**src/rtl/duab_pkg.sv**
```systemverilog
// Function
// - Port 1 doubling bit doubles mode 2 rate
// - Select bit steers port 1 control bit 7
// - Port 0 buffer write loads and starts transmit
// - Port 0 buffer read returns receive register
// - Port 1 buffer write loads and starts transmit
// - Port 1 buffer read returns receive register
// - Port 0 enable gates transmit/receive done interrupt
// - Port 1 enable gates transmit/receive done interrupt
// - Own address byte holds port 0 slave address
// - Mask zero bits are don't-care in address
// - Multiprocessor mode accepts addressed frames with bit9 set
// - Hardware sets frame error, software only clears
package duab_pkg;
  localparam int CLK_HZ  = 25_000_000;
  localparam int BAUD_HZ = 9600;
  // Bit period in clock cycles, rounded down
  localparam logic [15:0] BIT_CYC_STD   = 16'(CLK_HZ / BAUD_HZ);
  localparam logic [15:0] MODE2_CYC     = 16'h0040;
  localparam logic [15:0] MODE2_CYC_DBL = 16'h0020;

  localparam int          AXI_AW = 10;
  localparam logic [1:0]  RESP_OKAY   = 2'h0;
  localparam logic [1:0]  RESP_SLVERR = 2'h2;
  localparam logic [7:0]  REG_RESET   = 8'h00;

  // Register indexes; byte address is four times the index
  localparam logic [7:0] IDX_U0_DATA  = 8'h99;
  localparam logic [7:0] IDX_U1_DATA  = 8'h9a;
  localparam logic [7:0] IDX_EXTENDED_INTERRUPT_ENABLE_ONE     = 8'h9c;
  localparam logic [7:0] IDX_IE       = 8'ha8;
  localparam logic [7:0] IDX_U0_ADDR  = 8'ha9;
  localparam logic [7:0] IDX_U0_MASK  = 8'hb9;
  localparam logic [7:0] IDX_TIMER_THREE_CONTROL    = 8'hc4;
  localparam logic [7:0] IDX_U0_CTRL  = 8'hd0;
  localparam logic [7:0] IDX_U1_CTRL  = 8'hd1;
  localparam logic [7:0] IDX_IRQ_STAT = 8'hd2;
  localparam logic [7:0] IDX_IRQ_MASK = 8'hd3;

  // Field positions
  localparam int T3_DBL   = 7;
  localparam int T3_FESEL = 6;
  localparam int IE_ES    = 4;
  localparam int EXTENDED_INTERRUPT_ENABLE_ONE_ES1 = 0;
  localparam int CTRL_SM0 = 7;
  localparam int CTRL_TI  = 1;
  localparam int CTRL_RI  = 0;
  localparam int ST_TI0   = 0;
  localparam int ST_RI0   = 1;
  localparam int ST_TI1   = 2;
  localparam int ST_RI1   = 3;
  localparam int ST_FE1   = 4;

  typedef struct packed {
    logic [1:0]  mode;
    logic        sm2;
    logic        ren;
    logic        tb8;
    logic [15:0] bit_cyc;
    logic [7:0]  addr;
    logic [7:0]  mask;
  } duab_cfg_t;

  typedef struct packed {
    logic       tx_done;
    logic       rx_done;
    logic       fe;
    logic       rb8;
    logic [7:0] rx_data;
  } duab_evt_t;

  typedef enum logic [1:0] {RX_IDLE, RX_START, RX_DATA, RX_STOP} duab_rx_state_t;
endpackage

```
**src/rtl/duab_serial.sv**
```systemverilog
`timescale 1ns/10ps
`default_nettype none
module duab_serial (
  input  wire logic                clk,
  input  wire logic                arst_n,
  input  wire duab_pkg::duab_cfg_t cfg,
  input  wire logic                tx_start,
  input  wire logic [7:0]          tx_data,
  input  wire logic                rxd,
  output logic                     txd,
  output duab_pkg::duab_evt_t      evt
);
  import duab_pkg::*;

  logic [10:0]    tx_sh;
  logic [3:0]     tx_cnt;
  logic [15:0]    tx_tmr;
  logic           tx_busy;
  logic           tx_done;
  duab_rx_state_t rx_state;
  logic [8:0]     rx_sh;
  logic [3:0]     rx_cnt;
  logic [15:0]    rx_tmr;
  logic           rx_prev;
  logic           rx_done;
  logic           rx_fe;
  logic           rx_b8;
  logic [7:0]     rx_data;

  wire       nine     = cfg.mode[1];
  wire       tx_end   = (tx_tmr == cfg.bit_cyc - 16'h0001);
  wire       rx_end   = (rx_tmr == cfg.bit_cyc - 16'h0001);
  wire       rx_half  = (rx_tmr == {1'b0, cfg.bit_cyc[15:1]});
  wire [3:0] tx_last  = nine ? 4'ha : 4'h9;
  wire [3:0] rx_last  = nine ? 4'h8 : 4'h7;
  wire [7:0] rx_byte  = nine ? rx_sh[7:0] : rx_sh[8:1];
  wire       rx_bit9  = nine ? rx_sh[8] : rxd;
  wire       given    = (((rx_byte ^ cfg.addr) & cfg.mask) == 8'h00);
  wire       bcast    = &(rx_byte | ~(cfg.addr | cfg.mask));
  wire       accept   = !cfg.sm2 || (rx_bit9 && (given || bcast));

  assign txd = tx_sh[0];
  assign evt = '{tx_done: tx_done, rx_done: rx_done, fe: rx_fe, rb8: rx_b8, rx_data: rx_data};

  // Writes while a frame is still leaving are ignored
  always_ff @(posedge clk or negedge arst_n) begin
    if (!arst_n) begin
      tx_sh   <= 11'h7ff;
      tx_cnt  <= 4'h0;
      tx_tmr  <= 16'h0000;
      tx_busy <= 1'b0;
      tx_done <= 1'b0;
    end else begin
      tx_done <= 1'b0;
      if (!tx_busy) begin
        if (tx_start) begin
          tx_sh   <= {1'b1, nine ? cfg.tb8 : 1'b1, tx_data, 1'b0};
          tx_busy <= 1'b1;
          tx_cnt  <= 4'h0;
          tx_tmr  <= 16'h0000;
        end
      end else if (tx_end) begin
        tx_tmr <= 16'h0000;
        tx_sh  <= {1'b1, tx_sh[10:1]};
        if (tx_cnt == tx_last) begin
          tx_busy <= 1'b0;
          tx_done <= 1'b1;
        end else begin
          tx_cnt <= tx_cnt + 4'h1;
        end
      end else begin
        tx_tmr <= tx_tmr + 16'h0001;
      end
    end
  end

  always_ff @(posedge clk or negedge arst_n) begin
    if (!arst_n) begin
      rx_state <= RX_IDLE;
      rx_sh    <= 9'h000;
      rx_cnt   <= 4'h0;
      rx_tmr   <= 16'h0000;
      rx_prev  <= 1'b1;
      rx_done  <= 1'b0;
      rx_fe    <= 1'b0;
      rx_b8    <= 1'b0;
      rx_data  <= 8'h00;
    end else begin
      rx_prev <= rxd;
      rx_done <= 1'b0;
      rx_fe   <= 1'b0;
      case (rx_state)
        RX_IDLE: begin
          rx_tmr <= 16'h0000;
          if (cfg.ren && rx_prev && !rxd) begin
            rx_state <= RX_START;
          end
        end
        RX_START: begin
          // A start bit that is high again at mid-bit is a glitch
          if (rx_half) begin
            rx_tmr   <= 16'h0000;
            rx_cnt   <= 4'h0;
            rx_state <= rxd ? RX_IDLE : RX_DATA;
          end else begin
            rx_tmr <= rx_tmr + 16'h0001;
          end
        end
        RX_DATA: begin
          if (rx_end) begin
            rx_tmr <= 16'h0000;
            rx_sh  <= {rxd, rx_sh[8:1]};
            if (rx_cnt == rx_last) begin
              rx_state <= RX_STOP;
            end else begin
              rx_cnt <= rx_cnt + 4'h1;
            end
          end else begin
            rx_tmr <= rx_tmr + 16'h0001;
          end
        end
        RX_STOP: begin
          if (rx_end) begin
            rx_tmr   <= 16'h0000;
            rx_state <= RX_IDLE;
            rx_fe    <= !rxd;
            if (accept) begin
              rx_data <= rx_byte;
              rx_b8   <= rx_bit9;
              rx_done <= 1'b1;
            end
          end else begin
            rx_tmr <= rx_tmr + 16'h0001;
          end
        end
        default: rx_state <= RX_IDLE;
      endcase
    end
  end
endmodule // duab_serial
`default_nettype wire

```
**src/rtl/duab_top.sv**
```systemverilog
`timescale 1ns/10ps
`default_nettype none
module duab_top (
  input  wire logic                        CLK,
  input  wire logic                        ARST_N,
  input  wire logic [duab_pkg::AXI_AW-1:0] S_AXI_AWADDR,
  input  wire logic                        S_AXI_AWVALID,
  output logic                             S_AXI_AWREADY,
  input  wire logic [31:0]                 S_AXI_WDATA,
  input  wire logic [3:0]                  S_AXI_WSTRB,
  input  wire logic                        S_AXI_WVALID,
  output logic                             S_AXI_WREADY,
  output logic [1:0]                       S_AXI_BRESP,
  output logic                             S_AXI_BVALID,
  input  wire logic                        S_AXI_BREADY,
  input  wire logic [duab_pkg::AXI_AW-1:0] S_AXI_ARADDR,
  input  wire logic                        S_AXI_ARVALID,
  output logic                             S_AXI_ARREADY,
  output logic [31:0]                      S_AXI_RDATA,
  output logic [1:0]                       S_AXI_RRESP,
  output logic                             S_AXI_RVALID,
  input  wire logic                        S_AXI_RREADY,
  input  wire logic                        RXD0,
  input  wire logic                        RXD1,
  output logic                             TXD0,
  output logic                             TXD1,
  output logic                             IRQ,
  output logic                             IRQ_UART0,
  output logic                             IRQ_UART1
);
  import duab_pkg::*;

  // Bus state
  logic                  aw_held;
  logic                  w_held;
  logic [AXI_AW-1:0]     aw_addr;
  logic [7:0]            w_byte;
  logic                  w_lane0;
  logic                  ar_rdy;

  // Software-visible storage
  logic [7:2]            u0_ctrl;
  logic [6:2]            u1_ctrl;
  logic                  u1_mode0;
  logic [7:0]            ie_reg;
  logic [7:0]            extended_interrupt_enable_one_reg;
  logic [7:0]            u0_addr;
  logic [7:0]            u0_mask;
  logic [7:0]            timer_three_control;
  logic [4:0]            irq_stat;
  logic [4:0]            irq_mask;

  duab_cfg_t             u0_cfg;
  duab_cfg_t             u1_cfg;
  duab_evt_t             u0_evt;
  duab_evt_t             u1_evt;
  logic                  tx0_line;
  logic                  tx1_line;

  // Write path decode
  wire        wr_fire   = aw_held && w_held && !S_AXI_BVALID;
  wire [7:0]  wr_idx    = aw_addr[AXI_AW-1:2];
  wire        wr_en     = wr_fire && w_lane0;
  wire        ws_u0d    = wr_en && (wr_idx == IDX_U0_DATA);
  wire        ws_u1d    = wr_en && (wr_idx == IDX_U1_DATA);
  wire        ws_extended_interrupt_enable_one   = wr_en && (wr_idx == IDX_EXTENDED_INTERRUPT_ENABLE_ONE);
  wire        ws_ie     = wr_en && (wr_idx == IDX_IE);
  wire        ws_u0a    = wr_en && (wr_idx == IDX_U0_ADDR);
  wire        ws_u0m    = wr_en && (wr_idx == IDX_U0_MASK);
  wire        ws_t3     = wr_en && (wr_idx == IDX_TIMER_THREE_CONTROL);
  wire        ws_u0c    = wr_en && (wr_idx == IDX_U0_CTRL);
  wire        ws_u1c    = wr_en && (wr_idx == IDX_U1_CTRL);
  wire        ws_stat   = wr_en && (wr_idx == IDX_IRQ_STAT);
  wire        ws_mask   = wr_en && (wr_idx == IDX_IRQ_MASK);
  wire        wr_known  = (wr_idx == IDX_U0_DATA) || (wr_idx == IDX_U1_DATA) ||
                          (wr_idx == IDX_EXTENDED_INTERRUPT_ENABLE_ONE) || (wr_idx == IDX_IE) ||
                          (wr_idx == IDX_U0_ADDR) || (wr_idx == IDX_U0_MASK) ||
                          (wr_idx == IDX_TIMER_THREE_CONTROL) || (wr_idx == IDX_U0_CTRL) ||
                          (wr_idx == IDX_U1_CTRL) || (wr_idx == IDX_IRQ_STAT) ||
                          (wr_idx == IDX_IRQ_MASK);

  wire        fe_sel    = timer_three_control[T3_FESEL];
  wire        baud_dbl  = timer_three_control[T3_DBL];

  // Status: hardware events set, software clears; a set wins a same-cycle clear
  wire [4:0]  stat_set  = {u1_evt.fe, u1_evt.rx_done, u1_evt.tx_done,
                           u0_evt.rx_done, u0_evt.tx_done};
  wire [4:0]  clr_w1c   = ws_stat ? w_byte[4:0] : 5'h00;
  wire [4:0]  clr_ctl0  = ws_u0c ? {3'h0, ~w_byte[CTRL_RI], ~w_byte[CTRL_TI]} : 5'h00;
  wire [4:0]  clr_ctl1  = ws_u1c ? {fe_sel & ~w_byte[CTRL_SM0], ~w_byte[CTRL_RI],
                                    ~w_byte[CTRL_TI], 2'h0} : 5'h00;
  wire [4:0]  next_stat = (irq_stat & ~(clr_w1c | clr_ctl0 | clr_ctl1)) | stat_set;

  // Control bit 7 of port 1 is the mode bit or the frame error flag
  wire        u1_bit7   = fe_sel ? irq_stat[ST_FE1] : u1_mode0;
  wire [7:0]  u0_ctrl_rd = {u0_ctrl, irq_stat[ST_TI0], irq_stat[ST_RI0]};
  wire [7:0]  u1_ctrl_rd = {u1_bit7, u1_ctrl, irq_stat[ST_TI1], irq_stat[ST_RI1]};

  wire [1:0]  u1_mode   = {u1_mode0, u1_ctrl[6]};
  wire [15:0] u1_cyc    = (u1_mode == 2'h2) ? (baud_dbl ? MODE2_CYC_DBL : MODE2_CYC)
                                            : BIT_CYC_STD;
  wire [1:0]  u0_mode   = u0_ctrl[7:6];
  wire [15:0] u0_cyc    = (u0_mode == 2'h2) ? MODE2_CYC : BIT_CYC_STD;

  // Read path decode
  wire [7:0]  rd_idx    = S_AXI_ARADDR[AXI_AW-1:2];
  wire        ar_fire   = S_AXI_ARVALID && ar_rdy;
  wire        rs_u0d    = (rd_idx == IDX_U0_DATA);
  wire        rs_u1d    = (rd_idx == IDX_U1_DATA);
  wire        rs_extended_interrupt_enable_one   = (rd_idx == IDX_EXTENDED_INTERRUPT_ENABLE_ONE);
  wire        rs_ie     = (rd_idx == IDX_IE);
  wire        rs_u0a    = (rd_idx == IDX_U0_ADDR);
  wire        rs_u0m    = (rd_idx == IDX_U0_MASK);
  wire        rs_t3     = (rd_idx == IDX_TIMER_THREE_CONTROL);
  wire        rs_u0c    = (rd_idx == IDX_U0_CTRL);
  wire        rs_u1c    = (rd_idx == IDX_U1_CTRL);
  wire        rs_stat   = (rd_idx == IDX_IRQ_STAT);
  wire        rs_mask   = (rd_idx == IDX_IRQ_MASK);
  wire        rd_known  = rs_u0d | rs_u1d | rs_extended_interrupt_enable_one | rs_ie | rs_u0a | rs_u0m |
                          rs_t3 | rs_u0c | rs_u1c | rs_stat | rs_mask;
  wire [7:0]  rd_byte   = ({8{rs_u0d}}  & u0_evt.rx_data) |
                          ({8{rs_u1d}}  & u1_evt.rx_data) |
                          ({8{rs_extended_interrupt_enable_one}} & extended_interrupt_enable_one_reg) |
                          ({8{rs_ie}}   & ie_reg) |
                          ({8{rs_u0a}}  & u0_addr) |
                          ({8{rs_u0m}}  & u0_mask) |
                          ({8{rs_t3}}   & timer_three_control) |
                          ({8{rs_u0c}}  & u0_ctrl_rd) |
                          ({8{rs_u1c}}  & u1_ctrl_rd) |
                          ({8{rs_stat}} & {3'h0, irq_stat}) |
                          ({8{rs_mask}} & {3'h0, irq_mask});

  // Port 1 has no address registers here, so a zero mask lets every address through
  assign u0_cfg = '{mode: u0_mode, sm2: u0_ctrl[5], ren: u0_ctrl[4], tb8: u0_ctrl[3],
                    bit_cyc: u0_cyc, addr: u0_addr, mask: u0_mask};
  assign u1_cfg = '{mode: u1_mode, sm2: u1_ctrl[5], ren: u1_ctrl[4], tb8: u1_ctrl[3],
                    bit_cyc: u1_cyc, addr: REG_RESET, mask: REG_RESET};

  duab_serial u_port0 (
    .clk      (CLK),
    .arst_n   (ARST_N),
    .cfg      (u0_cfg),
    .tx_start (ws_u0d),
    .tx_data  (w_byte),
    .rxd      (RXD0),
    .txd      (tx0_line),
    .evt      (u0_evt)
  );

  duab_serial u_port1 (
    .clk      (CLK),
    .arst_n   (ARST_N),
    .cfg      (u1_cfg),
    .tx_start (ws_u1d),
    .tx_data  (w_byte),
    .rxd      (RXD1),
    .txd      (tx1_line),
    .evt      (u1_evt)
  );

  // Write address and data are taken independently, in either order
  always_ff @(posedge CLK or negedge ARST_N) begin
    if (!ARST_N) begin
      aw_held       <= 1'b0;
      S_AXI_AWREADY <= 1'b1;
      aw_addr       <= '0;
    end else if (aw_held) begin
      if (wr_fire) begin
        aw_held       <= 1'b0;
        S_AXI_AWREADY <= 1'b1;
      end
    end else if (S_AXI_AWVALID) begin
      aw_held       <= 1'b1;
      S_AXI_AWREADY <= 1'b0;
      aw_addr       <= S_AXI_AWADDR;
    end
  end

  always_ff @(posedge CLK or negedge ARST_N) begin
    if (!ARST_N) begin
      w_held       <= 1'b0;
      S_AXI_WREADY <= 1'b1;
      w_byte       <= REG_RESET;
      w_lane0      <= 1'b0;
    end else if (w_held) begin
      if (wr_fire) begin
        w_held       <= 1'b0;
        S_AXI_WREADY <= 1'b1;
      end
    end else if (S_AXI_WVALID) begin
      w_held       <= 1'b1;
      S_AXI_WREADY <= 1'b0;
      w_byte       <= S_AXI_WDATA[7:0];
      w_lane0      <= S_AXI_WSTRB[0];
    end
  end

  always_ff @(posedge CLK or negedge ARST_N) begin
    if (!ARST_N) begin
      S_AXI_BVALID <= 1'b0;
      S_AXI_BRESP  <= RESP_OKAY;
    end else if (wr_fire) begin
      S_AXI_BVALID <= 1'b1;
      S_AXI_BRESP  <= wr_known ? RESP_OKAY : RESP_SLVERR;
    end else if (S_AXI_BREADY) begin
      S_AXI_BVALID <= 1'b0;
    end
  end

  // One read under way; address ready drops until the data is taken
  always_ff @(posedge CLK or negedge ARST_N) begin
    if (!ARST_N) begin
      ar_rdy       <= 1'b1;
      S_AXI_RVALID <= 1'b0;
      S_AXI_RDATA  <= 32'h0000_0000;
      S_AXI_RRESP  <= RESP_OKAY;
    end else if (ar_fire) begin
      ar_rdy       <= 1'b0;
      S_AXI_RVALID <= 1'b1;
      S_AXI_RDATA  <= {24'h00_0000, rd_byte};
      S_AXI_RRESP  <= rd_known ? RESP_OKAY : RESP_SLVERR;
    end else if (S_AXI_RVALID && S_AXI_RREADY) begin
      ar_rdy       <= 1'b1;
      S_AXI_RVALID <= 1'b0;
    end
  end

  assign S_AXI_ARREADY = ar_rdy;

  always_ff @(posedge CLK or negedge ARST_N) begin
    if (!ARST_N) begin
      ie_reg   <= REG_RESET;
      extended_interrupt_enable_one_reg <= REG_RESET;
      u0_addr  <= REG_RESET;
      u0_mask  <= REG_RESET;
      timer_three_control    <= REG_RESET;
      irq_mask <= 5'h00;
    end else begin
      if (ws_ie) ie_reg <= w_byte;
      if (ws_extended_interrupt_enable_one) extended_interrupt_enable_one_reg <= w_byte;
      if (ws_u0a) u0_addr <= w_byte;
      if (ws_u0m) u0_mask <= w_byte;
      if (ws_t3) timer_three_control <= w_byte;
      if (ws_mask) irq_mask <= w_byte[4:0];
    end
  end

  always_ff @(posedge CLK or negedge ARST_N) begin
    if (!ARST_N) begin
      u0_ctrl  <= 6'h00;
      u1_ctrl  <= 5'h00;
      u1_mode0 <= 1'b0;
    end else begin
      if (ws_u0c) u0_ctrl <= w_byte[7:2];
      if (ws_u1c) u1_ctrl <= w_byte[6:2];
      if (ws_u1c && !fe_sel) u1_mode0 <= w_byte[CTRL_SM0];
    end
  end

  always_ff @(posedge CLK or negedge ARST_N) begin
    if (!ARST_N) begin
      irq_stat  <= 5'h00;
      IRQ       <= 1'b0;
      IRQ_UART0 <= 1'b0;
      IRQ_UART1 <= 1'b0;
      TXD0      <= 1'b1;
      TXD1      <= 1'b1;
    end else begin
      irq_stat  <= next_stat;
      IRQ       <= |(next_stat & irq_mask);
      IRQ_UART0 <= ie_reg[IE_ES] & (next_stat[ST_TI0] | next_stat[ST_RI0]);
      IRQ_UART1 <= extended_interrupt_enable_one_reg[EXTENDED_INTERRUPT_ENABLE_ONE_ES1] & (next_stat[ST_TI1] | next_stat[ST_RI1]);
      TXD0      <= tx0_line;
      TXD1      <= tx1_line;
    end
  end
endmodule // duab_top
`default_nettype wire

```
**config.mk**
```make
export PLATFORM = sky130hd
export DESIGN_NAME = duab_top
export DESIGN_NICKNAME = d
export VERILOG_FILES = /design/src/rtl/duab_pkg.sv /design/src/rtl/duab_serial.sv /design/src/rtl/duab_top.sv
export SDC_FILE = /design/constraint.sdc
export NUM_CORES = 1
export LEC_CHECK = 0
export CAP_MARGIN = 40
export CORE_UTILIZATION = 60
export DETAILED_ROUTE_END_ITERATION = 8
export DONT_BUFFER_PORTS = 1
export GPL_ROUTABILITY_DRIVEN = 0
export PLACE_DENSITY = 0.76
export SYNTH_ARGS = -nofsm -noshare
export SYNTH_HDL_FRONTEND = slang
export SYNTH_HIERARCHICAL = 1
export SYNTH_SLANG_ARGS = --single-unit
```
**constraint.sdc**
```tcl
create_clock -name CLK -period 9.92 [get_ports CLK]
set_input_delay 0 -clock CLK [delete_from_list [all_inputs] [get_ports CLK]]
set_output_delay 0 -clock CLK [all_outputs]
set_load 0.005 [all_outputs]
```
* Word-level counts from Yosys, hierarchy flattened
Cells that the tools add are included.
Widths: inputs -> output; s select.
** Operators by class
- Add/sub/neg operators :: 10
- Bitwise gates (word level) :: 52
- Reductions and logical operators :: 72
- Equality and inequality tests :: 58
- Muxes and demuxes :: 105
** Operator list (number)
- $eq 8x8->1 const B :: 22
- $mux 16 :: 10
- $or 8x8->8 :: 12
- $pmux 16 s3 :: 2
- $and 8x8->8 :: 10
- $mux 11 :: 6
- $add 16x1->16 const B :: 4
- $eq 16x16->1 :: 4
- $mux 4 :: 16
- $mux 1 :: 43
- $mux 2 :: 17
- $eq 16x11->1 :: 2
- $sub 12x1->13 const B :: 2
- $mux 12 :: 2
- $ne 2x1->1 const B :: 12
- $logic_and 1x1->1 :: 22
- $add 4x1->4 const B :: 4
- $and 8x5->8 :: 2
- $eq 4x4->1 :: 4
- $mux 8 :: 2
- $pmux 2 s4 :: 2
- $pmux 4 s2 :: 2
- $reduce_and 2->1 :: 8
- $reduce_bool 2->1 :: 8
- 24 further kinds :: 79
** Word-level totals
- Bits of input ports :: 65
- Flip-flop bits (word level) :: 254
- Word-level logic and storage cells :: 350
- Output and inout bits :: 46

* Longest topological paths before layout
Gate-level depths: netlist of the first run.
- Word-level depth :: 12
- Depth in mapped cells :: 15
- Mapped depth without buffers :: 11

* By module
Netlist of the first run, hierarchy kept.
** Modules (own cells, without submodules)
- duab_serial (u_port0) :: instances 1, cells an instance 588, area each 5361.4 sq um, sequential area each 1890.6 sq um
- duab_serial (u_port1) :: instances 1, cells an instance 570, area each 5266.3 sq um, sequential area each 1890.6 sq um
- duab_top :: instances 1, cells an instance 441, area each 5042.3 sq um, sequential area each 2533.7 sq um

* Worst setup path after synthesis of the first run
OpenSTA, ideal clock, no wires.
- Path type :: register to register
- Start point :: reg u0_ctrl[6] (netlist bit)
- End point :: reg u_port0.rx_data[0]
- Path buffers :: 5
- Setup time :: 0.125 ns
- Path slack :: 5.980 ns
- Clock period less this slack :: 3.940 ns
- Data arrival time :: 3.815 ns
- Required time :: 9.795 ns
- Stages on the path, launching flop included :: 14
- Cell sequence :: dfrtp_1 -> nand2b_1 -> buf_4 -> or4_1 -> buf_2 -> or4_1 -> buf_2 -> nand3b_1 -> o211ai_1 -> or4_1 -> buf_2 -> nor4b_2 -> buf_4 -> mux2_2
** On the way
- Cells in the longest elaborated chain, start to end :: 5
** RTL lines
- start, declared :: line duab_top.sv:42 : logic [7:2] u0_ctrl;
- start signal, assigned :: line duab_top.sv:254 : if (ws_u0c) u0_ctrl <= w_byte[7:2];
- $eq 2x2->1 :: line duab_top.sv:103 : wire [15:0] u0_cyc = (u0_mode == 2'h2) ? MODE2_CYC : BIT_CYC_STD;
- $mux 12 :: line duab_top.sv:103
- named net u0_cyc[11] :: line duab_top.sv:103
- $sub 12x1->13 :: line duab_serial.sv:32 : wire rx_end = (rx_tmr == cfg.bit_cyc - 16'h0001);
- $eq 16x16->1 :: line duab_serial.sv:32
- $reduce_and 3->1 (no source line)
- end signal, assigned :: line duab_serial.sv:128 : rx_data <= rx_byte;
- end, declared :: line duab_serial.sv:28 : logic [7:0] rx_data;
The timed path passes the listed nets, and every way through them passes these cells.
A chain may end at the register's enable or synchronous reset.

* Final worst setup path of the first run
- Start point :: reg u1_mode0
- End point :: reg u_port1.tx_tmr[12]
** On the way
- Cells in the longest elaborated chain, start to end :: 6
** RTL lines
- start, declared :: line duab_top.sv:44 : logic u1_mode0;
- start signal, assigned :: line duab_top.sv:256 : if (ws_u1c && !fe_sel) u1_mode0 <= w_byte[CTRL_SM0];
- $eq 2x2->1 :: line duab_top.sv:100 : wire [15:0] u1_cyc = (u1_mode == 2'h2) ? (baud_dbl ? MODE2_CYC_DBL : MODE2_CYC)
- $mux 12 :: line duab_top.sv:100
- named net u1_cyc[11] :: line duab_top.sv:100
- $sub 12x1->13 :: line duab_serial.sv:31 : wire tx_end = (tx_tmr == cfg.bit_cyc - 16'h0001);
- $eq 16x16->1 :: line duab_serial.sv:31
- $mux 16 :: line duab_serial.sv:62 : end else if (tx_end) begin
- $mux 16 :: line duab_serial.sv:55 : if (!tx_busy) begin
- end signal, assigned :: line duab_serial.sv:72 : tx_tmr <= tx_tmr + 16'h0001;
- end, declared :: line duab_serial.sv:17 : logic [15:0] tx_tmr;
The timed path passes the listed nets, and every way through them passes these cells.

==> key figures, run 1 <==
GRT
  • First-pass GRT wire length: around 60 mm
  • Vias in the first global route: approximately 12,000
  • Largest net degree at the start of global routing: about 250
  • Total GRT Usage: between 20% and 30%
  • Initial antenna violation count: 1
  • Grt ovf: 0

Setup path
  • Data required time of the worst path: slightly above 10,000 ps
  • CP most frequent cell: or4_1
  • CP peak stage delay: around 840 ps
  • CP Max Fanout: 33
  • Crit end category: flip-flop
  • Flop-to-flop setup slack: ~4600 ps
  • Crit-path cells: nand2b_1 -> buf_4 -> nor2_1 -> inv_1 -> or4_1 -> or3_1 -> a2111oi_0 -> nand4_1 -> or4_1 -> and2_1 -> buf_8 -> and3_1 -> a221o_1
  • CP startpoint kind: flip-flop
  • Worst path slowest cell: dfrtp_1
  • CP bufs+invs: 3
  • Worst EP arrival: just under 6000 ps
  • Crit path kind: flip-flop to flip-flop
  • Top delay family on crit path: simple AND/OR/NAND/NOR gates

Finish
  • Most frequent cells in the layout: 221 x dfrtp_1, 123 x mux2_2, 114 x conb_1, 99 x nor2_1, 98 x nand2_1
  • Fill cells: around 1,900
  • Register area: about 6200 sq um
  • Multi-input gate area: around 8900 sq um
  • Post-Layout Cell Count: around 2,000
  • Syn-to-layout area delta: 11.2%
  • Fin nets: 1,722
  • Commonest non-fill, non-tap cell in the layout: dfrtp_1
  • Layout cell share with drive strength beyond 1: between 10% and 20%

CTS
  • Setup Buffers After CTS: 0
  • CTS tree: built
  • Worst-path clk slew: ~60 ps
  • Worst skew pair latency: around 550 ps
  • CTS HTree Levels: 1
  • CTS Buf Count: 27
  • Root buf cell: clkbuf_16
  • Clk sink count: between 200 and 250
  • Max Root-Sink Buffers: 3

Synth
  • Yosys warnings: 6
  • Avg Inst Size Synth: roughly 10 sq um
  • Syn Inst Count: between 1,500 and 2,000
  • Syn Std Cell Area: ~16,000 sq um

Power and ir drop
  • Leakage power: 0.00752 uW
  • Max IR drop VDD: 148 uV
  • Reg power frac: roughly 46%
  • Clock power share: between 40 and 50%
  • Pwr dens: roughly 160 nW/um^2
  • Int Pwr: roughly 2000 uW
  • P_sw: 798 uW
  • Gate power share: between 10% and 20%
  • Sw frac: 28.2%
  • Design Power: about 2800 uW

Floorplan
  • Die area: between 20,000 and 30,000 sq um
  • Core area: around 25,000 sq um
  • I/O Pins: 111
  • Die height: ~160 microns
  • FP Rows: between 50 and 60
  • Die X-Extent: around 160 microns
  • Initial Utilization: 61.5%

Place
  • HPWL after DPL: between 20 and 30 mm
  • Placed cells: 1,907
  • PortBufs: 0

Run
  • Max Cap Viol: 0

Timing
  • Rel. slew slack: between 10% and 20%
  • Final-report hold violation count: 0
  • RSZ-0062 raised after global routing: no
  • Tcrit/Tclk final: a little over half
  • F_max: about 0.19 GHz
  • Worst-margin pin slew: 1280 ps
  • Pins Over Slew Limit: 0
  • Clk_skew: around 29 ps
  • Setup TNS: 0 ps
  • Post-layout min period: approximately 5300 ps
  • # setup viols final: 0

Routing
  • Post-route ant nets: 0
  • First DRT Iteration DRCs: around 1,000
  • DR vias/cell: 6.11
  • Number of remaining DRC errors: 0
  • DR pass1 iterations: 5
  • Final WL: ~38 mm
  • WL/cell: 18.8 microns
  • Via count: between 10,000 and 15,000

Hold path
  • Worst min path class: primary input to flip-flop

Outcome
  • Outcome: complete, no violations
-- what timing repair did --
item                                   4_1_cts  5_1_grt
hold buffers                                41        0
endpoints found under the hold margin      291        0
resized for setup                            0        0
-- path summary, 6_finish.rpt --
path                             startpoint                  to  depth (start not counted)
max                                u1_mode0  u_port1/tx_tmr[12]                         13
min                         S_AXI_ARADDR[2]      S_AXI_RDATA[1]                          4
max reg2reg                        u1_mode0  u_port1/tx_tmr[12]                         13
min reg2reg                u_port0/tx_sh[0]                TXD0                          0
max in group asynchronous            ARST_N   u_port0/rx_cnt[1]                          2
min in group asynchronous            ARST_N   u_port0/tx_cnt[0]                          2
-- power groups by stage --
stage / Clock, uW / Sequential (uW) / Combinational (uW)
4_1_cts: 1170 / 1290 / 365
2_1_floorplan: 0 / 1200 / 314
5_1_grt: 1210 / 1310 / 412
6_report: 1150 / 1300 / 373
3_3_place_gp: 0 / 1300 / 299
3_5_place_dp: 0 / 1310 / 313
-- metal layers --
metal | track usage (%) | up-vias | wire, microns
li1 | - | 5706 | -
met2 | 48.0 | 393 | 18400
met3 | 4.61 | 72 | 2190
met4 | 8.16 | 0 | 895
met5 | 0 | - | 0
met1 | 36.4 | 6035 | 16000
-- tightest hold or removal path: stages --
cell and delay (ps):
a22oi_1 60, nor3_1 180, a221oi_1 110, a21oi_1 160
-- through the flow --
stage | util [%] | setup slack [ps] | cell area (sq um) | hold slack [ps]
after floorplan | - | 6000 | 16000 | -296
after detailed placement | 62.6 | 4590 | 15800 | -283
after global routing | 68.4 | 4290 | 17300 | 34.0
after global placement | 62.2 | 4290 | 15700 | -283
after CTS | 68.4 | 4600 | 17300 | 1.01
final | 68.4 | 4580 | 17300 | 31.5
-- final cells by class --
cell class,instances,area share [%]
Tap cell,330,2.39
Multi-Input combinational cell,1275,51.4
Inverter,42,0.912
Clock inverter,17,1.76
Clock buffer,33,4.21
Sequential cell,248,36.1
Antenna cell,1,0.0145
Timing Repair Buffer,53,3.25
Power figures use the tool's default switching activity.
==> inputs of run 2 (changes only) <==
- CORE_UTILIZATION: 60 -> 59
- PLACE_DENSITY: 0.76 -> 0.78
- clock period: 9.92 -> 4.6 ns (I/O delays scaled with it)
==> key figures, run 2 (synthesis gave the netlist of run 1 again) <==
GRT
  • Total GRT Usage: between 20% and 30%
  • Vias in the first global route: around 12,000
  • Initial antenna violation count: 1
  • Grt ovf: 0
  • First-pass GRT wire length: around 60 mm
  • Largest net degree at the start of global routing: 249

Place
  • HPWL after DPL: around 25 mm
  • PortBufs: 0

Setup path
  • Worst EP arrival: 4690 ps
  • Crit end category: flip-flop
  • CP startpoint kind: flip-flop
  • Data required time of the worst path: approximately 5000 ps
  • CP Max Fanout: 12
  • Critical path launch point: u0_ctrl[6]
  • R2R Path Start: u0_ctrl[6]
  • Crit path kind: flip-flop to flip-flop

CTS
  • CTS HTree Levels: 1
  • CTS Buf Count: 27
  • Worst-path clk slew: approximately 70 ps
  • Worst skew pair latency: 560 ps
  • Post-CTS sizing: 0
  • CTS tree: built
  • Root buf cell: clkbuf_16
  • Max Root-Sink Buffers: 3
  • Setup Buffers After CTS: 0
  • Hold buffers post-CTS: between 40 and 50
  • Clk sink count: about 250

Floorplan
  • I/O Pins: between 100 and 150
  • Die X-Extent: between 150 and 200 microns
  • Core area: approximately 26,000 sq um
  • Initial Utilization: between 50 and 60%
  • FP Rows: about 60
  • Die height: about 160 microns
  • Die area: between 20,000 and 30,000 sq um

Finish
  • Syn-to-layout area delta: 11.0%
  • Multi-input gate area: a little under 9000 sq um
  • Commonest non-fill, non-tap cell in the layout: dfrtp_1
  • Layout cell share with drive strength beyond 1: 14.9%
  • Fill cells: 1,962
  • Fin nets: between 1,500 and 2,000
  • Register area: around 6200 sq um
  • Most frequent cells in the layout: 221 x dfrtp_1, 123 x mux2_2, 114 x conb_1, 99 x nor2_1, 98 x nand2_1

Timing
  • Rel. slew slack: between 30 and 40%
  • Clk_skew: approximately 22 ps
  • Worst-margin pin slew: 939 ps
  • Pins Over Slew Limit: 0
  • # setup viols final: 0
  • Final-report hold violation count: between 200 and 250
  • RSZ-0062 raised after global routing: no
  • Post-layout min period: 4240 ps
  • Setup TNS: 0 ps
  • Worst hold margin: -844 ps
  • Tcrit/Tclk final: between 90% and 100%
  • F_max: roughly 0.24 GHz

Routing
  • DR pass1 iterations: 8
  • First DRT Iteration DRCs: slightly above 1,000
  • Final WL: ~36 mm
  • Via count: approximately 12,000
  • Number of remaining DRC errors: 0
  • WL/cell: 18.1 microns
  • DR vias/cell: 6.01
  • Post-route ant nets: 0

Power and ir drop
  • Sw frac: ~29%
  • Max IR drop VDD: about 390 uV
  • Gate power share: 13.5%
  • Leakage power: between 0.007 and 0.008 uW
  • P_sw: 1690 uW
  • Int Pwr: around 4200 uW
  • Reg power frac: a little under half
  • Pwr dens: around 340 nW/um^2
  • Clock power share: just under 40%

Outcome
  • Outcome: finished with violations
  • Failing checks: negative hold slack

Run
  • Max Cap Viol: 0

Hold path
  • Worst min path class: primary input to async pin
-- run 2: changes by cell type in the layout (fill, tap and decap cells not counted), sizes merged --
cell	change
clkinv	+6
clkbuf	+4
buf	+10
clkinvlp	-6
bufinv	-4
dlygate4sd3	+3
-- run 2: final cells by class --
type,instances,area share [%]
repair buffers,66,3.57
multi-input cells,1275,51.5
flip-flops and latches,248,36.2
diodes,1,0.0145
clock inverters,13,1.13
inverters,42,0.914
well taps,335,2.43
clock buffers,37,4.31
-- run 2: worst paths after layout --
kind	endpoint	slack, ps	depth (start not counted)
min in group CLK	S_AXI_RDATA[1]	40	5
setup reg to reg	u_port0/rx_sh[0]	360	9
hold reg to reg	TXD0	380	0
max in group asynchronous	u_port1/rx_tmr[3]	4940	0
setup / recovery	u_port0/rx_sh[0]	360	9
hold / removal	u_port0/tx_tmr[8]	-840	0
-- run 2: power groups by stage --
| stage | combinational (uW) | clock, uW | sequential [uW] |
|---|---|---|---|
| after floorplan | 677 | 0 | 2590 |
| after global placement | 677 | 0 | 2800 |
| after detailed placement | 706 | 0 | 2820 |
| after CTS | 774 | 2330 | 2780 |
| after global routing | 873 | 2420 | 2820 |
| final | 794 | 2290 | 2790 |
-- run 2: routing by layer --
layer / share of wire [%] / GRT usage, % / vias to the layer above
met4: 2.4 / 8.71 / 0
met2: 49 / 46.0 / 383
met3: 6.3 / 4.95 / 77
li1: - / - / 5739
met1: 43 / 36.0 / 5930
met5: 0 / 0 / -
-- run 2: critical path, cell delays in order, from the launching register on --
cell      delay, ps
dfrtp_1         390
nand2b_2        350
inv_1           110
or4_1           630
or4_1           710
nand3b_1        140
o211ai_1        110
nor4_1          730
nand3_1         530
mux2_2          420
-- run 2: stage by stage --
| stage | instances | total power (uW) | utilization (%) | area, sq um | setup WS (ps) |
|---|---|---|---|---|---|
| 2_1_floorplan | 1701 | 3270 | - | 16000 | 679 |
| 3_3_place_gp | 1921 | 3480 | 61.2 | 15900 | 484 |
| 3_5_place_dp | 1923 | 3520 | 61.3 | 15900 | 364 |
| 4_1_cts | 2016 | 5880 | 66.6 | 17200 | 347 |
| 5_1_grt | 2017 | 6110 | 66.6 | 17200 | 30.1 |
| 6_report | 2017 | 5870 | 66.6 | 17200 | 355 |
==> inputs of run 3 (changes only) <==
- CORE_UTILIZATION: 59 -> 60
- PLACE_DENSITY: 0.78 -> 0.76
- clock period: 4.6 -> 4.33 ns (I/O delays scaled with it)
==> key figures, run 3 (synthesis gave the netlist of run 1 again) <==
Routing
  • Via count: between 10,000 and 15,000
  • Number of remaining DRC errors: 0
  • DR vias/cell: approximately 6
  • First DRT Iteration DRCs: 920
  • Final WL: 37.0 mm
  • Post-route ant nets: 0
  • WL/cell: 18.3 microns
  • DR pass1 iterations: 7

Finish
  • Final Util: 68.7%
  • Fin nets: around 1,700
  • Post-Layout Cell Count: just over 2,000
  • Layout cell share with drive strength beyond 1: 15.5%
  • Commonest non-fill, non-tap cell in the layout: dfrtp_1
  • Syn-to-layout area delta: 11.7%
  • Most frequent cells in the layout: 221 x dfrtp_1, 123 x mux2_2, 114 x conb_1, 99 x nor2_1, 98 x nand2_1

Power and ir drop
  • Int Pwr: 4570 uW
  • Reg power frac: ~47%
  • P_sw: around 1800 uW
  • Clock power share: around 40%
  • Pwr dens: about 370 nW/um^2
  • Gate power share: a little over an eighth
  • Max IR drop VDD: 363 uV
  • Sw frac: between 20 and 30%
  • Leakage power: between 0.007 and 0.008 uW
  • Design Power: between 6000 and 7000 uW

CTS
  • CTS HTree Levels: 1
  • Setup Buffers After CTS: 0
  • Worst-path clk slew: approximately 60 ps
  • Clk sink count: about 250
  • CTS tree: built
  • Root buf cell: clkbuf_16
  • CTS Buf Count: 28
  • Hold buffers post-CTS: between 40 and 50
  • Max Root-Sink Buffers: 3
  • Worst skew pair latency: between 500 and 600 ps
  • Post-CTS sizing: 0

Run
  • Max Cap Viol: 0

Place
  • HPWL after DPL: 24.9 mm
  • PortBufs: 0
  • Placed cells: just under 2,000
  • DP Worst Slack: 345 ps

Outcome
  • Outcome: finished with violations
  • Failing checks: negative hold slack

Timing
  • Pins Over Slew Limit: 0
  • Worst-margin pin slew: between 800 and 900 ps
  • Setup ws final: roughly 290 ps
  • F_max: ~0.25 GHz
  • RSZ-0062 raised after global routing: no
  • Clk_skew: 23.1 ps
  • Worst hold margin: -834 ps
  • Final-report hold violation count: ~250
  • Tcrit/Tclk final: 93.3%
  • Rel. slew slack: a little over two fifths
  • Post-layout min period: a little over 4000 ps
  • Setup TNS: 0 ps
  • # setup viols final: 0

Floorplan
  • Initial Utilization: around three fifths
  • Core area: between 20,000 and 30,000 sq um
  • Die X-Extent: 163 microns
  • FP Rows: 58
  • Die area: approximately 27,000 sq um
  • Die height: roughly 160 microns
  • I/O Pins: approximately 110

GRT
  • First-pass GRT wire length: slightly above 60 mm
  • Largest net degree at the start of global routing: roughly 250
  • Vias in the first global route: about 12,000
  • Grt ovf: 0
  • Initial antenna violation count: 0
  • Total GRT Usage: between 20% and 30%

Setup path
  • Crit end category: flip-flop
  • Data required time of the worst path: 4740 ps
  • CP Max Fanout: 15
  • CP startpoint kind: flip-flop
  • Crit path kind: flip-flop to flip-flop
  • Worst EP arrival: between 4000 and 5000 ps

Hold path
  • Worst min path class: primary input to async pin
[run 3: cell count changes in the layout (fill, tap and decap cells not counted), sizes merged]
cell,delta
buf,+7
clkinvlp,+5
clkinv,-4
bufinv,+1
dlygate4sd3,-1
[run 3: final timing paths]
path	startpoint	end	cells past startpoint	slack, ps
worst min register to register	u_port1/tx_sh[0]	TXD1	0	370
worst min-delay path	ARST_N	u_port0/tx_tmr[2]	0	-830
min in group CLK	S_AXI_ARADDR[6]	S_AXI_RDATA[1]	5	30
worst max register to register	u0_ctrl[6]	u_port0/rx_data[5]	10	290
max in group asynchronous	ARST_N	u_port1/tx_sh[0]	0	4720
worst max-delay path	u0_ctrl[6]	u_port0/rx_data[5]	10	290
[run 3: stage by stage]
step                hold WS (ps)  area (sq um)
global route                -857         17400
detailed placement          -282         15900
CTS                         -853         17400
floorplan                   -296         16000
global placement            -282         15900
finish                      -834         17400
[run 3: routing by layer]
metal,share of wire (%),vias up,GRT usage [%]
li1,-,5757,-
met1,43,5938,36.9
met2,48,391,48.0
met3,5.8,94,4.46
met4,2.8,0,8.92
met5,0,-,0
[run 3: area by class of cell]
class	instances	area, sq um
antenna	1	2.50
clock buffer	37	796
clock inverter	15	216
fill	1909	7900
inverter	42	158
multi-input combinational	1275	8870
sequential	248	6240
tap	330	413
timing repair buffer	72	658
[run 3: worst max-delay path, cell delays in order (launching register included)]
cell and delay, ps:
dfrtp_1 420, nand2b_2 310, buf_4 220, or4b_2 820, nor3_1 210, xnor3_1 180
o211ai_1 120, or4_1 730, nor4b_2 320, buf_4 230, mux2_2 350
[run 3: power by group through the flow]
stage / clock network (uW) / logic, uW / registers, uW
after floorplan: 0 / 719 / 2760
after global placement: 0 / 714 / 2980
after detailed placement: 0 / 738 / 2980
after CTS: 2600 / 809 / 2950
after global routing: 2690 / 911 / 2990
final: 2560 / 832 / 2960
